[config.mk]
export PLATFORM = sky130hd
export DESIGN_NAME = multimode_timer16
export DESIGN_NICKNAME = d
export VERILOG_FILES = /design/src/logic/timer16_pkg.sv /design/src/logic/edge_sync.sv /design/src/logic/multimode_timer16.sv
export SDC_FILE = /design/constraint.sdc
export NUM_CORES = 1
export LEC_CHECK = 0
export CAP_MARGIN = 20
export CORE_MARGIN = 1
export CORE_UTILIZATION = 50
export CTS_CLUSTER_SIZE = 28
export DETAILED_ROUTE_END_ITERATION = 8
export DONT_BUFFER_PORTS = 1
export MAX_ROUTING_LAYER = met4
export SLEW_MARGIN = 20
export SYNTH_ARGS = -nofsm -noshare
export SYNTH_HDL_FRONTEND = slang
export SYNTH_HIERARCHICAL = 1
export SYNTH_SLANG_ARGS = --single-unit
[constraint.sdc]
create_clock -name CLOCK -period 6.8 [get_ports CLOCK]
set_input_delay 0.68 -clock CLOCK [delete_from_list [all_inputs] [get_ports CLOCK]]
set_output_delay 0.68 -clock CLOCK [all_outputs]
set_load 0.005 [all_outputs]
[src/logic/timer16_pkg.sv]
// package: register offsets, control bit positions, reset values, modes
package timer16_pkg;
  // byte offsets inside the timer's slice of the core memory map
  localparam logic [7:0] RELOAD_LOW_BYTE_ADDR = 8'haa;
  localparam logic [7:0] RELOAD_HIGH_BYTE_ADDR = 8'hab;
  localparam logic [7:0] COUNTER_LOW_BYTE_ADDR = 8'hac;
  localparam logic [7:0] COUNTER_HIGH_BYTE_ADDR = 8'had;
  localparam logic [7:0] TIMER_CONTROL_ADDR = 8'hae;
  // control bit positions
  localparam int CTL_CAPTURE_TYPE = 1;
  localparam int CTL_IRQ_ENABLE = 2;
  localparam int CTL_PENDING = 3;
  localparam int CTL_RUN_UFL = 4;
  localparam int CTL_MODE_LOW = 5;
  localparam int CTL_MODE_MID = 6;
  localparam int CTL_MODE_HIGH = 7;
  // reset values
  localparam logic [15:0] COUNTER_RESET = 16'hffff;
  localparam logic [15:0] RELOAD_RESET = 16'h0000;
  localparam logic [7:0] CONTROL_RESET = 8'h00;
  localparam logic [7:0] CONTROL_RESERVED_MASK = 8'hfe;
  // operating modes decoded from control bits 7:6
  typedef enum logic [1:0] {
    MODE_EVENT = 2'b00,
    MODE_CAPTURE = 2'b01,
    MODE_PWM = 2'b10,
    MODE_DIFF = 2'b11
  } timer_mode_t;
  // core bus access as one bundle
  typedef struct packed {
    logic wr;
    logic rd;
    logic [7:0] addr;
    logic [7:0] wdata;
  } core_access_t;
endpackage

[src/logic/edge_sync.sv]
// two-stage synchroniser and edge detector for the timer pin input
module edge_sync (
  input wire logic clk,
  input wire logic rst,
  input wire logic din,
  output logic rise,
  output logic fall
);
  logic meta_ff;
  logic sync_ff;
  logic last_ff;
  // first stage only feeds the second stage; reset to the pulled-up
  // idle level so that no false rising edge follows reset
  always_ff @(posedge clk or posedge rst) begin
    if (rst) begin
      meta_ff <= 1'b1;
      sync_ff <= 1'b1;
      last_ff <= 1'b1;
    end else begin
      meta_ff <= din;
      sync_ff <= meta_ff;
      last_ff <= sync_ff;
    end
  end
  assign rise = sync_ff & ~last_ff;
  assign fall = ~sync_ff & last_ff;
endmodule

[src/logic/multimode_timer16.sv]
// multimode 16-bit timer: pwm, event count, capture, difference capture
// Functional notes
// RULE1: 16-bit counter and reload, byte accessible
// RULE2: reset: counter ffff, reload 0, control 0
// RULE3: bit 4 runs counter; decrement per tick
// RULE4: underflow from zero loads reload or ffff
// RULE5: irq needs pending, enable and global enable
// RULE6: bit1 capture type, bit0 reserved, 7:5 mode
// RULE7: mode 10x pwm on clock, bit5 toggles
// RULE8: pwm underflow reloads and sets pending
// RULE9: pwm toggle inverts pin at each underflow
// RULE10: software clears pending, rewrites reload value
// RULE11: interrupt only on pending flag rising; the code holds a level request while a flag and both enables are set
// RULE12: mode 00x counts pin edges, bit5 polarity
// RULE13: event mode underflow reloads, sets pending
// RULE14: zero on nth event, underflow on next
// RULE15: source holds pulses one clock minimum
// RULE16: edges detected up to half clock rate
// RULE17: modes 010/011 capture rising/falling edge
// RULE18: mode 11x difference capture edge pairs
// RULE19: pin shared with port, direction register
// RULE20: capture mode free-runs, copies on edge
// RULE21: capture modes: bit4 is underflow pending
// RULE22: difference: wait edge, count up, store
// RULE23: pin input synchronised by two flops
// RULE24: hardware set beats software clear
module multimode_timer16
  import timer16_pkg::*;
(
  input wire logic CLOCK,
  input wire logic RST,
  input wire logic BUS_WR,
  input wire logic BUS_RD,
  input wire logic [7:0] BUS_ADDR,
  input wire logic [7:0] BUS_WDATA,
  output logic [7:0] BUS_RDATA,
  input wire logic GLOBAL_IRQ_ENABLE,
  input wire logic PIN_DIR_OUT,
  input wire logic PIN_PORT_DATA,
  input wire logic TIMER_PIN_IN,
  output logic TIMER_PIN_OUT,
  output logic TIMER_PIN_OE_N,
  output logic TIMER_IRQ
);
  core_access_t acc;
  logic [15:0] count_ff;
  logic [15:0] nxt_count;
  logic [15:0] reload_ff;
  logic [15:0] nxt_reload;
  logic [7:0] ctl_ff;
  logic [7:0] nxt_ctl;
  logic pin_level_ff;
  logic diff_armed_ff;
  logic irq_ff;
  logic [7:0] rdata_ff;
  logic pin_out_ff;
  logic oe_n_ff;
  logic pin_rise;
  logic pin_fall;
  timer_mode_t mode;
  logic edge_sel;
  logic tick;
  logic underflow;
  logic capture;
  logic diff_start;
  logic diff_stop;
  logic counting;

  assign acc = '{wr: BUS_WR, rd: BUS_RD, addr: BUS_ADDR, wdata: BUS_WDATA};

  // pin edges are only trusted after two sync stages [RULE23] [RULE16]
  edge_sync u_sync (
    .clk(CLOCK),
    .rst(RST),
    .din(TIMER_PIN_IN),
    .rise(pin_rise),
    .fall(pin_fall)
  );

  // true when a write hits the given byte address
  function automatic logic hit(input core_access_t a, input logic [7:0] ad);
    hit = a.wr && (a.addr == ad);
  endfunction

  // pick the polarity-selected edge: sel 0 rising, 1 falling
  function automatic logic pick_edge(input logic sel, input logic r,
                                     input logic f);
    pick_edge = sel ? f : r;
  endfunction

  // mode decode from bits 7:6, edge/toggle from bit 5 [RULE6]
  assign mode = timer_mode_t'(ctl_ff[CTL_MODE_HIGH:CTL_MODE_MID]);
  assign edge_sel = ctl_ff[CTL_MODE_LOW];

  // tick source: pin edges in event mode, clock otherwise [RULE7] [RULE12]
  always_comb begin
    tick = 1'b0;
    counting = 1'b0;
    case (mode)
      MODE_EVENT: begin
        counting = ctl_ff[CTL_RUN_UFL]; // [RULE3]
        tick = counting && pick_edge(edge_sel, pin_rise, pin_fall);
      end
      MODE_PWM: begin
        counting = ctl_ff[CTL_RUN_UFL]; // [RULE3]
        tick = counting;
      end
      MODE_CAPTURE: begin
        counting = 1'b1; // free-runs once selected [RULE20]
        tick = 1'b1;
      end
      MODE_DIFF: begin
        counting = diff_armed_ff;
        tick = diff_armed_ff;
      end
      default: begin
        counting = 1'b0;
        tick = 1'b0;
      end
    endcase
  end

  // underflow: a down step taken while at zero [RULE4] [RULE14]
  assign underflow = tick && (mode != MODE_DIFF) && (count_ff == 16'h0000);

  // capture edges; difference pairs: bit5 first edge, bit1 second [RULE18]
  always_comb begin
    capture = 1'b0;
    diff_start = 1'b0;
    diff_stop = 1'b0;
    case (mode)
      MODE_CAPTURE: begin
        capture = pick_edge(edge_sel, pin_rise, pin_fall); // [RULE17]
      end
      MODE_DIFF: begin
        diff_start = !diff_armed_ff &&
                     pick_edge(edge_sel, pin_rise, pin_fall);
        // cycle capture repeats the first edge, pulse uses the opposite
        diff_stop = diff_armed_ff &&
                    pick_edge(edge_sel ^ ~ctl_ff[CTL_CAPTURE_TYPE],
                              pin_rise, pin_fall);
        capture = diff_stop;
      end
      default: begin
        capture = 1'b0;
      end
    endcase
  end

  // difference capture arm state: waiting or counting [RULE22]
  always_ff @(posedge CLOCK or posedge RST) begin
    if (RST) begin
      diff_armed_ff <= 1'b0;
    end else if (mode != MODE_DIFF) begin
      diff_armed_ff <= 1'b0;
    end else if (diff_start) begin
      diff_armed_ff <= 1'b1;
    end else if (diff_stop) begin
      diff_armed_ff <= 1'b0;
    end
  end

  // counter next value; core byte writes take effect when no tick or difference start lands
  always_comb begin
    nxt_count = count_ff;
    if (hit(acc, COUNTER_LOW_BYTE_ADDR)) begin
      nxt_count = {count_ff[15:8], acc.wdata}; // [RULE1]
    end else if (hit(acc, COUNTER_HIGH_BYTE_ADDR)) begin
      nxt_count = {acc.wdata, count_ff[7:0]}; // [RULE1]
    end
    if (mode == MODE_DIFF) begin
      if (diff_start) begin
        nxt_count = 16'h0000; // elapsed count starts at zero
      end else if (tick) begin
        nxt_count = count_ff + 16'h0001; // counts up [RULE22]
      end
    end else if (underflow) begin
      // capture mode has no reload, it wraps to all ones [RULE4]
      nxt_count = (mode == MODE_CAPTURE) ? COUNTER_RESET : reload_ff;
    end else if (tick) begin
      nxt_count = count_ff - 16'h0001; // [RULE3]
    end
  end

  always_ff @(posedge CLOCK or posedge RST) begin
    if (RST) begin
      count_ff <= COUNTER_RESET; // [RULE2]
    end else begin
      count_ff <= nxt_count;
    end
  end

  // reload/capture register; capture overrides a core write [RULE20]
  always_comb begin
    nxt_reload = reload_ff;
    if (hit(acc, RELOAD_LOW_BYTE_ADDR)) begin
      nxt_reload = {reload_ff[15:8], acc.wdata}; // [RULE1] [RULE10]
    end else if (hit(acc, RELOAD_HIGH_BYTE_ADDR)) begin
      nxt_reload = {acc.wdata, reload_ff[7:0]}; // [RULE1] [RULE10]
    end
    if (mode == MODE_DIFF && diff_stop) begin
      nxt_reload = count_ff + 16'h0001; // elapsed including this cycle
    end else if (mode == MODE_CAPTURE && capture) begin
      nxt_reload = count_ff; // [RULE20]
    end
  end

  always_ff @(posedge CLOCK or posedge RST) begin
    if (RST) begin
      reload_ff <= RELOAD_RESET; // [RULE2]
    end else begin
      reload_ff <= nxt_reload;
    end
  end

  // control register; hardware sets win over a same-cycle write
  always_comb begin
    nxt_ctl = ctl_ff;
    if (hit(acc, TIMER_CONTROL_ADDR)) begin
      nxt_ctl = acc.wdata & CONTROL_RESERVED_MASK; // bit 0 reads zero
    end
    // pending: underflow in counting modes, capture in capture modes
    if (((mode == MODE_PWM || mode == MODE_EVENT) && underflow) ||
        capture) begin
      nxt_ctl[CTL_PENDING] = 1'b1; // [RULE8] [RULE13] [RULE24]
    end
    // in capture modes bit 4 is the underflow flag [RULE21]
    if ((mode == MODE_CAPTURE || mode == MODE_DIFF) &&
        ((underflow) || (mode == MODE_DIFF && tick &&
         count_ff == 16'hffff))) begin
      nxt_ctl[CTL_RUN_UFL] = 1'b1; // [RULE21] [RULE24]
    end
  end

  always_ff @(posedge CLOCK or posedge RST) begin
    if (RST) begin
      ctl_ff <= CONTROL_RESET; // [RULE2]
    end else begin
      ctl_ff <= nxt_ctl;
    end
  end

  // pwm toggle: invert pin level at each underflow [RULE9]
  always_ff @(posedge CLOCK or posedge RST) begin
    if (RST) begin
      pin_level_ff <= 1'b0;
    end else if (!PIN_DIR_OUT) begin
      pin_level_ff <= PIN_PORT_DATA; // preset from port data
    end else if (mode == MODE_PWM && edge_sel && underflow) begin
      pin_level_ff <= ~pin_level_ff; // [RULE9]
    end
  end

  // pin drive follows port direction; low enable means driving [RULE19]
  always_ff @(posedge CLOCK or posedge RST) begin
    if (RST) begin
      pin_out_ff <= 1'b0;
      oe_n_ff <= 1'b1;
    end else begin
      pin_out_ff <= (mode == MODE_PWM && edge_sel) ? pin_level_ff
                                                   : PIN_PORT_DATA;
      oe_n_ff <= ~PIN_DIR_OUT; // [RULE19]
    end
  end

  // interrupt: level, dropped once the flag or either enable is cleared [RULE11]
  always_ff @(posedge CLOCK or posedge RST) begin
    if (RST) begin
      irq_ff <= 1'b0;
    end else begin
      // request holds while a flag is set and both enables are on
      irq_ff <= nxt_ctl[CTL_IRQ_ENABLE] && GLOBAL_IRQ_ENABLE &&
                (nxt_ctl[CTL_PENDING] ||
                 ((mode == MODE_CAPTURE || mode == MODE_DIFF) &&
                  nxt_ctl[CTL_RUN_UFL])); // [RULE5] [RULE11] [RULE21]
    end
  end

  // registered read data; unmapped addresses read zero
  always_ff @(posedge CLOCK or posedge RST) begin
    if (RST) begin
      rdata_ff <= 8'h00;
    end else if (acc.rd) begin
      case (acc.addr)
        RELOAD_LOW_BYTE_ADDR: rdata_ff <= reload_ff[7:0]; // [RULE1]
        RELOAD_HIGH_BYTE_ADDR: rdata_ff <= reload_ff[15:8];
        COUNTER_LOW_BYTE_ADDR: rdata_ff <= count_ff[7:0];
        COUNTER_HIGH_BYTE_ADDR: rdata_ff <= count_ff[15:8];
        TIMER_CONTROL_ADDR: rdata_ff <= ctl_ff;
        default: rdata_ff <= 8'h00;
      endcase
    end
  end

  assign BUS_RDATA = rdata_ff;
  assign TIMER_PIN_OUT = pin_out_ff;
  assign TIMER_PIN_OE_N = oe_n_ff;
  assign TIMER_IRQ = irq_ff;
endmodule

==> results.md, run 1 <==
- Status: finished, final reports clean
- Slew HR: 37.4%
- Largest net degree at the start of global routing: 53
- Vias in the first global route: 3764
- Fmax: 313 MHz
- Pwr Density: 249 nW/um^2
- Synthesized area: 4340 sq um
- CTS buffer count: 5
- Fin. Hold Viols: 0
- Via count: 4301
- DRT iter0 DRCs: 389
- Ys Warns: 6
- Clk sink count: 55
- Core area: 8300 sq um
- GRT Total Usage: 34.6%
- Final worst-path cycle share: 46.9%
- Slew Viols, Final: 0
- Filler instances: 822
- EDFF count, synth: 0
- Transition time of the tightest slew-check pin: 0.936 ns
- Synth area leaders: dfrtp_1 20%, dfstp_2 12%, a21oi_1 5.2%, nor2_1 4.3%, nand2_1 4.0%
- Minimum clock period: 3.19 ns
- WP data arrival: 3.47 ns
- Final Total Pwr: 1090 uW
- Setup CP Type: flip-flop to flip-flop
- CP Launch Type: flip-flop
- DRT Wirelength: 14800 um
- Largest fanout on the critical path: 19
- Ys async rst share: 100%
- Synthesized flop and latch total: 55
- Maximum VDD drop: 0.000176 V
- CTS tree: done
- Clock slew at reported path FFs: 0.11 ns
- Setup Viol. Count Final: 0
- Top cell type's share of synthesized area: 20.2%
- Final ANT Viol Nets: 0
- H-tree depth: 2
- RSZ-0062 raised after global routing: no
- Pre-CTS setup slack: 3.64 ns
- P&R area growth vs syn: 0.490%
- I/O Buffers: 0
- Vias per cell: 7.18
- R2R cell count: 7
- Setup ws final: 3.61 ns
- DRC Markers: 0
- Pleak: 0.00169 uW
- Hold WC Path Type: input port to asynchronous set/reset pin
- # IOs: 35
- Detail Placement HPWL: 10600 um
- Count of cell types in the netlist: 76
- Sw Share: 42.1%
- Flop pwr share: 51.8%
- Clock Power Share: 18.8%
- CTS resizes: 0
- Pre-antenna DRT Iters: 5
- Clock Skews: 0.00368 ns
- Layout Nets: 519
- Critical Path Sink Type: flip-flop
- Routability Congestion: 0.923
- Initial Util: 52.3%
- Switching power: 457 uW
- Die X: 95.2 um
- Hold Buf Count CTS: 0
- Internal power: 628 uW
- Site Rows: 33
- Post-synth net total: 558
- Sum Neg Setup Slack: 0 ns
- Most area-hungry cell type in the Yosys netlist: dfrtp_1
- Clock Latency Late Sink: 0.33 ns
- Comb power frac: 29.3%
- Total grt overflow: 0
- Root Buffer: clkbuf_8
- Initial antenna violation count: 0
- Die Ht: 95.2 um
- Layout cells sized above 1: 13.6%
- Total Die Area: 9060 sq um
- First-pass GRT wire length: 22200 um
- Wire per inst: 24.6 um
- Syn Inst Count: 531
- Main synth FF type: dfrtp_1
- Seq/Total Area, Yosys: 32.3%
- Clock Tree Buf Depth: 2
- Average size of a mapped cell: 8.18 sq um
- WP data required: 7.08 ns
- Postcts setup bufs: 0
- Max Cap Viol: 0
[worst paths after layout]
path / startpoint / endpoint / slack, ns
max: u_sync/sync_ff / reload_ff[10] / 3.61
min: RST / u_sync/sync_ff / 0.27
max reg2reg: u_sync/sync_ff / reload_ff[10] / 3.61
min reg2reg: u_sync/meta_ff / u_sync/sync_ff / 0.37
max in group asynchronous: RST / reload_ff[3] / 5.93
min in group CLOCK: TIMER_PIN_IN / u_sync/meta_ff / 0.33
[synth_stat cells (4+ instances only)]
| library cell | instances |
|---|---|
| a211oi_1 | 4 |
| a21o_1 | 9 |
| a21oi_1 | 45 |
| a221oi_1 | 9 |
| a22o_1 | 4 |
| a22oi_1 | 8 |
| a2bb2oi_1 | 5 |
| a31oi_1 | 13 |
| and3_1 | 7 |
| buf_2 | 16 |
| clkbuf_1 | 27 |
| dfrtp_1 | 35 |
| dfstp_2 | 20 |
| inv_1 | 11 |
| mux2_2 | 14 |
| mux2i_1 | 6 |
| nand2_1 | 46 |
| nand3_1 | 13 |
| nand4_1 | 7 |
| nor2_1 | 50 |
| nor3_1 | 19 |
| nor3b_1 | 6 |
| nor4_1 | 9 |
| o21a_1 | 5 |
| o21ai_0 | 33 |
| o22ai_1 | 12 |
| or2_2 | 4 |
| or3_1 | 7 |
| or4_1 | 5 |
[cells by family after synthesis]
group,count (synthesis),share of synthesized area [%]
buffers and inverters,61,6.34
xor gates and xnor gates,3,0.605
DFF,55,32.3
AOI/OAI and AO/OA,181,27.9
adders and majority gates,3,0.864
muxes,21,5.53
and+or+nand+nor,207,26.5
[layout by cell type (no fill, tap or decap), types with 4 or more instances in the layout]
| cell | n |
|---|---|
| nor2_1 | 50 |
| nand2_1 | 46 |
| a21oi_1 | 45 |
| dfrtp_1 | 35 |
| o21ai_0 | 33 |
| dfstp_2 | 20 |
| nor3_1 | 19 |
| mux2_2 | 14 |
| nand3_1 | 13 |
| a31oi_1 | 13 |
| o22ai_1 | 12 |
| inv_1 | 10 |
| a221oi_1 | 9 |
| a21o_1 | 9 |
| nor4_1 | 9 |
| a22oi_1 | 8 |
| and3_1 | 7 |
| nand4_1 | 7 |
| or3_1 | 7 |
| mux2i_1 | 6 |
| nor3b_1 | 6 |
| o21a_1 | 5 |
| a2bb2oi_1 | 5 |
| or4_1 | 5 |
| clkbuf_8 | 5 |
| or2_2 | 4 |
| a22o_1 | 4 |
| a211oi_1 | 4 |
| buf_4 | 4 |
[layout make-up]
cell class                 instances  area [sq um]  area share, %
tap                              105           131           3.01
antenna                            1          2.50         0.0573
clock inverter                     3          22.5          0.516
inverter                          11          41.3          0.946
timing repair buffer               4          30.0          0.688
sequential                        55          1400           32.1
multi-input combinational        415          2670           61.1
clock buffer                       5          68.8           1.58
[sequential cells by signal, indices dropped and copies added (netlist names)]
register        count
TIMER_PIN_OUT       1
u_sync/last_ff      1
u_sync/meta_ff      1
count_ff           16
ctl_ff              7
u_sync/sync_ff      1
BUS_RDATA           8
pin_level_ff        1
reload_ff          16
diff_armed_ff       1
TIMER_PIN_OE_N      1
TIMER_IRQ           1
[stage by stage]
step | std cells | hold slack [ns] | cell area, sq um | util, %
2_1_floorplan | 531 | 0.345 | 4340 | -
3_3_place_gp | 590 | 0.347 | 4270 | 51.5
3_5_place_dp | 590 | 0.351 | 4270 | 51.5
4_1_cts | 598 | 0.271 | 4360 | 52.6
5_1_grt | 598 | 0.278 | 4360 | 52.6
6_report | 599 | 0.268 | 4370 | 52.6
[routing by layer]
layer  global-route usage [%]  routed length (um)  up-vias
met5                        -                   0        -
met4                     10.1                 399        0
met3                     4.63                1090       30
met2                     52.0                6820      228
met1                     48.4                6440     2118
li1                         -                   -     1925
[power groups by stage]
| stage | Clock, uW | Sequential [uW] | Combinational, uW |
|---|---|---|---|
| after floorplan | 0 | 447 | 329 |
| after global placement | 0 | 562 | 309 |
| after detailed placement | 0 | 562 | 310 |
| after CTS | 207 | 555 | 312 |
| after global routing | 217 | 571 | 349 |
| final | 204 | 563 | 318 |
[critical path: stages (launching register included)]
cell	delay [ns]
dfstp_2	0.55
nor2b_1	0.32
mux2i_4	0.18
nor3b_2	0.74
or2_2	0.50
a21oi_1	0.28
a2111oi_0	0.44
a21o_1	0.12
Note: power is estimated with default switching activity, not from simulation.
==> inputs of run 2 (changes only) <==
Settings changed: ABC_AREA set to 1.
Clock period 6.8 ns to 3 ns, I/O delays scaled along.
==> run 2 against run 1 <==
The flow now finishes with violations (DRC, hold timing). Via count up 14%. Fmax is 39% higher. Core utilization is 0.28 points higher. Worst hold slack got worse by 0.28 ns. Worst setup slack worse by 2.9 ns. Cell area increased by 6.7%. Sequential power grew 120%. Clock-buffer cell count rose by 1. Clock power up 120%. Non-clock buffer count is 4 higher. Combinational power grew to 4.3 times the previous value.
==> results.md, run 2 <==
- DRC Markers: 4 (was 0)
- Critical Path Sink Type: flip-flop (unchanged)
- First-pass GRT wire length: 25600 um (was 22200 um)
- Seq/Total Area, Yosys: 30.7% (was 32.3%)
- Pwr Density: 658 nW/um^2 (was 249 nW/um^2)
- Detail Placement HPWL: 12700 um (was 10600 um)
- Pre-CTS setup slack: 0.777 ns (was 3.64 ns)
- Failing checks: DRC, hold timing
- Most area-hungry cell type in the Yosys netlist: dfrtp_1 (unchanged)
- XOR/XNOR Fraction of Synth Area: 1.92% (was 0.605%)
- Clock Tree Buf Depth: 2 (unchanged)
- EDFF count, synth: 0 (unchanged)
- Post-synth net total: 763 (was 558)
- Transition time of the tightest slew-check pin: 0.774 ns (was 0.936 ns)
- Ys async rst share: 100% (unchanged)
- Synth Area in Compound Gates: 9.39% (was 27.9%)
- Count of cell types in the netlist: 34 (was 76)
- Clock Skews: 0.0111 ns (was 0.00368 ns)
- P&R area growth vs syn: 1.89% (was 0.490%)
- Routability Congestion: 1.01 (was 0.923)
- Final Total Pwr: 3060 uW (was 1090 uW)
- Largest net degree at the start of global routing: 35 (was 53)
- Slowest cell on the critical path: nor2_4 (was nor3b_2)
- Largest fanout on the critical path: 23 (was 19)
- Fin Hold WS: -0.00915 ns (was 0.268 ns)
- DRT Wirelength: 16600 um (was 14800 um)
- Die Ht: 97.6 um (was 95.2 um)
- CTS buffer count: 5 (unchanged)
- Slew Viols, Final: 0 (unchanged)
- Ys Warns: 6 (unchanged)
- Largest family of logic cells by synthesized area: simple AND/OR/NAND/NOR gates (was compound AO/OA/AOI/OAI gates)
- Synthesized area: 4570 sq um (was 4340 sq um)
- Most instantiated cells after synthesis: 229 x nand2_1, 114 x nand3_1, 81 x inv_1, 69 x nor2_1, 47 x o21ai_0 (was 50 x nor2_1, 46 x nand2_1, 45 x a21oi_1, 35 x dfrtp_1, 33 x o21ai_0)
- Slew HR: 48.3% (was 37.4%)
- Mux cell area share after synthesis: 0.246% (was 5.53%)
- Crit-path max cell delay: 0.54 ns (was 0.74 ns)
- GRT Total Usage: 37.0% (was 34.6%)
- Synth area leaders: dfrtp_1 19%, nand2_1 19%, nand3_1 12%, dfstp_2 11%, inv_1 6.7% (was dfrtp_1 20%, dfstp_2 12%, a21oi_1 5.2%, nor2_1 4.3%, nand2_1 4.0%)
- RSZ-0062 raised after global routing: no (unchanged)
- DRT iter0 DRCs: 433 (was 389)
- Crit path buf inv count: 1 (was 0)
- CTS tree: done (unchanged)
- Layout cells sized above 1: 8.34% (was 13.6%)
- CTS resizes: 0 (unchanged)
- Average size of a mapped cell: 6.21 sq um (was 8.18 sq um)
- Top cell type's share of synthesized area: 19.2% (was 20.2%)
- Main synth FF type: dfrtp_1 (unchanged)
- Initial antenna violation count: 0 (unchanged)
- Commonest cells after routing, fill and taps aside: 229 x nand2_1, 114 x nand3_1, 80 x inv_1, 69 x nor2_1, 47 x o21ai_0 (was 50 x nor2_1, 46 x nand2_1, 45 x a21oi_1, 35 x dfrtp_1, 33 x o21ai_0)
- Sum Neg Setup Slack: 0 ns (unchanged)
- Pleak: 0.00228 uW (was 0.00169 uW)
- CP Launch Type: flip-flop (unchanged)
- Delay-heaviest family, CP: simple AND/OR/NAND/NOR gates (unchanged)
- Layout Nets: 745 (was 519)
- Placed inst area: 4550 sq um (was 4270 sq um)
- Root Buffer: clkbuf_8 (unchanged)
- Inserted Diodes: 0 (was 1)
- Synthesized flop and latch total: 55 (unchanged)
- Pre-antenna DRT Iters: 8 (was 5)
- Status: finished, violations left (was finished, final reports clean)
- Site Rows: 34 (was 33)
- Clk sink count: 55 (unchanged)
- Maximum VDD drop: 0.000469 V (was 0.000176 V)
- Syn Inst Count: 736 (was 531)
- Via count: 4910 (was 4301)
- WP data arrival: 2.56 ns (was 3.47 ns)
- WP data required: 3.26 ns (was 7.08 ns)
- Post-synthesis adder-cell area fraction: 0.821% (was 0.864%)
- Vias in the first global route: 4646 (was 3764)
- Wire per inst: 20.1 um (was 24.6 um)
- Critical-path cell list: nand2_4, nor2_4, nor2_4, nand2_2, nor2_4, nand3_1, nand2_1, inv_1, nand2_1, nand2_1 (was nor2b_1, mux2i_4, nor3b_2, or2_2, a21oi_1, a2111oi_0, a21o_1)
- Top-count cell post-synth: nand2_1 (was nor2_1)
- Core area: 8810 sq um (was 8300 sq um)
- I/O Buffers: 0 (unchanged)
- Die X: 97.6 um (was 95.2 um)
- Minimum clock period: 2.30 ns (was 3.19 ns)
- Total Die Area: 9530 sq um (was 9060 sq um)
- Setup ws final: 0.701 ns (was 3.61 ns)
- Setup CP Type: flip-flop to flip-flop (unchanged)
- H-tree depth: 2 (unchanged)
- Fraction of the mapped netlist area in simple logic gates: 45.6% (was 26.5%)
- Final worst-path cycle share: 76.6% (was 46.9%)
- # IOs: 35 (unchanged)
- Vias per cell: 5.94 (was 7.18)
- Fmax: 435 MHz (was 313 MHz)
- Most common cell after layout, fill and taps aside: nand2_1 (was nor2_1)
- Fin. Hold Viols: 19 (was 0)
- Final Cell Area: 4660 sq um (was 4370 sq um)
- Setup Viol. Count Final: 0 (unchanged)
- Final ANT Viol Nets: 0 (unchanged)
- Initial Util: 51.9% (was 52.3%)
- Clock slew at reported path FFs: 0.11 ns (about the same)
- Max Cap Viol: 0 (unchanged)
- Total grt overflow: 0 (unchanged)
- Hold WC Path Type: input port to asynchronous set/reset pin (unchanged)
- Clock Latency Late Sink: 0.32 ns (was 0.33 ns)
[run 2: cell types whose count changed after synthesis, moves of 13 or more]
cell	change
nand2_1	+183
nand3_1	+101
inv_1	+70
a21oi_1	-37
clkbuf_1	-23
nor2_1	+19
o21ai_0	+14
a31oi_1	-13
mux2_2	-13
[run 2: cell families (layout without fill, tap and decap cells)]
group / after synthesis / in the layout
buf+inv: 117 / 100
flops: 55 / 55
xor+xnor: 10 / 10
fa+ha+maj: 3 / 3
mux: 1 / 1
compound gates: 79 / 79
simple gates: 471 / 471
[run 2: area by class of cell]
type	count	area, sq um
clock buffers	6	72.6
clock inverters	2	17.5
fillers	944	4150
inverters	84	315
multi-input cells	564	2650
flip-flops and latches	55	1400
well taps	108	135
repair buffers	8	65.1
[run 2: power breakdown]
part | switching (uW) | internal, uW | leakage, uW
sequential | 288 | 973 | 0.000645
clock | 275 | 171 | 0.0000458
combinational | 951 | 405 | 0.00159
total | 1510 | 1550 | 0.00228
[run 2: worst paths after layout]
| path | to | slack (ns) | start | cells past startpoint |
|---|---|---|---|---|
| setup / recovery | count_ff[2] | 0.70 | ctl_ff[6] | 10 |
| hold / removal | TIMER_PIN_OUT | -0.009 | RST | 1 |
| setup reg to reg | count_ff[2] | 0.70 | ctl_ff[6] | 10 |
| hold reg to reg | u_sync/sync_ff | 0.36 | u_sync/meta_ff | 0 |
| max in group asynchronous | count_ff[12] | 2.19 | RST | 2 |
| min in group CLOCK | TIMER_PIN_OE_N | 0.03 | PIN_DIR_OUT | 1 |
[run 2: per-stage QoR]
step | utilization, % | hold slack (ns) | cells
floorplan | - | 0.233 | 736
global placement | 51.6 | 0.243 | 817
detailed placement | 51.6 | 0.257 | 817
CTS | 52.9 | 0.00524 | 827
global route | 52.9 | 0.0241 | 827
finish | 52.9 | -0.00915 | 827
[run 2: worst reg2reg max path: cells and delay by family (launching register included)]
family	cells	cell delay, ns
AND/OR/NAND/NOR	9	1.68
buffers and inverters	1	0.07
flip-flops	1	0.50
[run 2: layer usage]
layer  GRT usage [%]  routed length (um)
met5               -                   0
met4            16.2                 641
met3            7.12                1510
met2            57.4                7520
met1            46.9                6960
[run 2: timing repair]
action | 4_1_cts | 5_1_grt
hold buffers | 2 | 0
hold endpoints to repair | 4 | 0
buffers inserted | 0 | 0
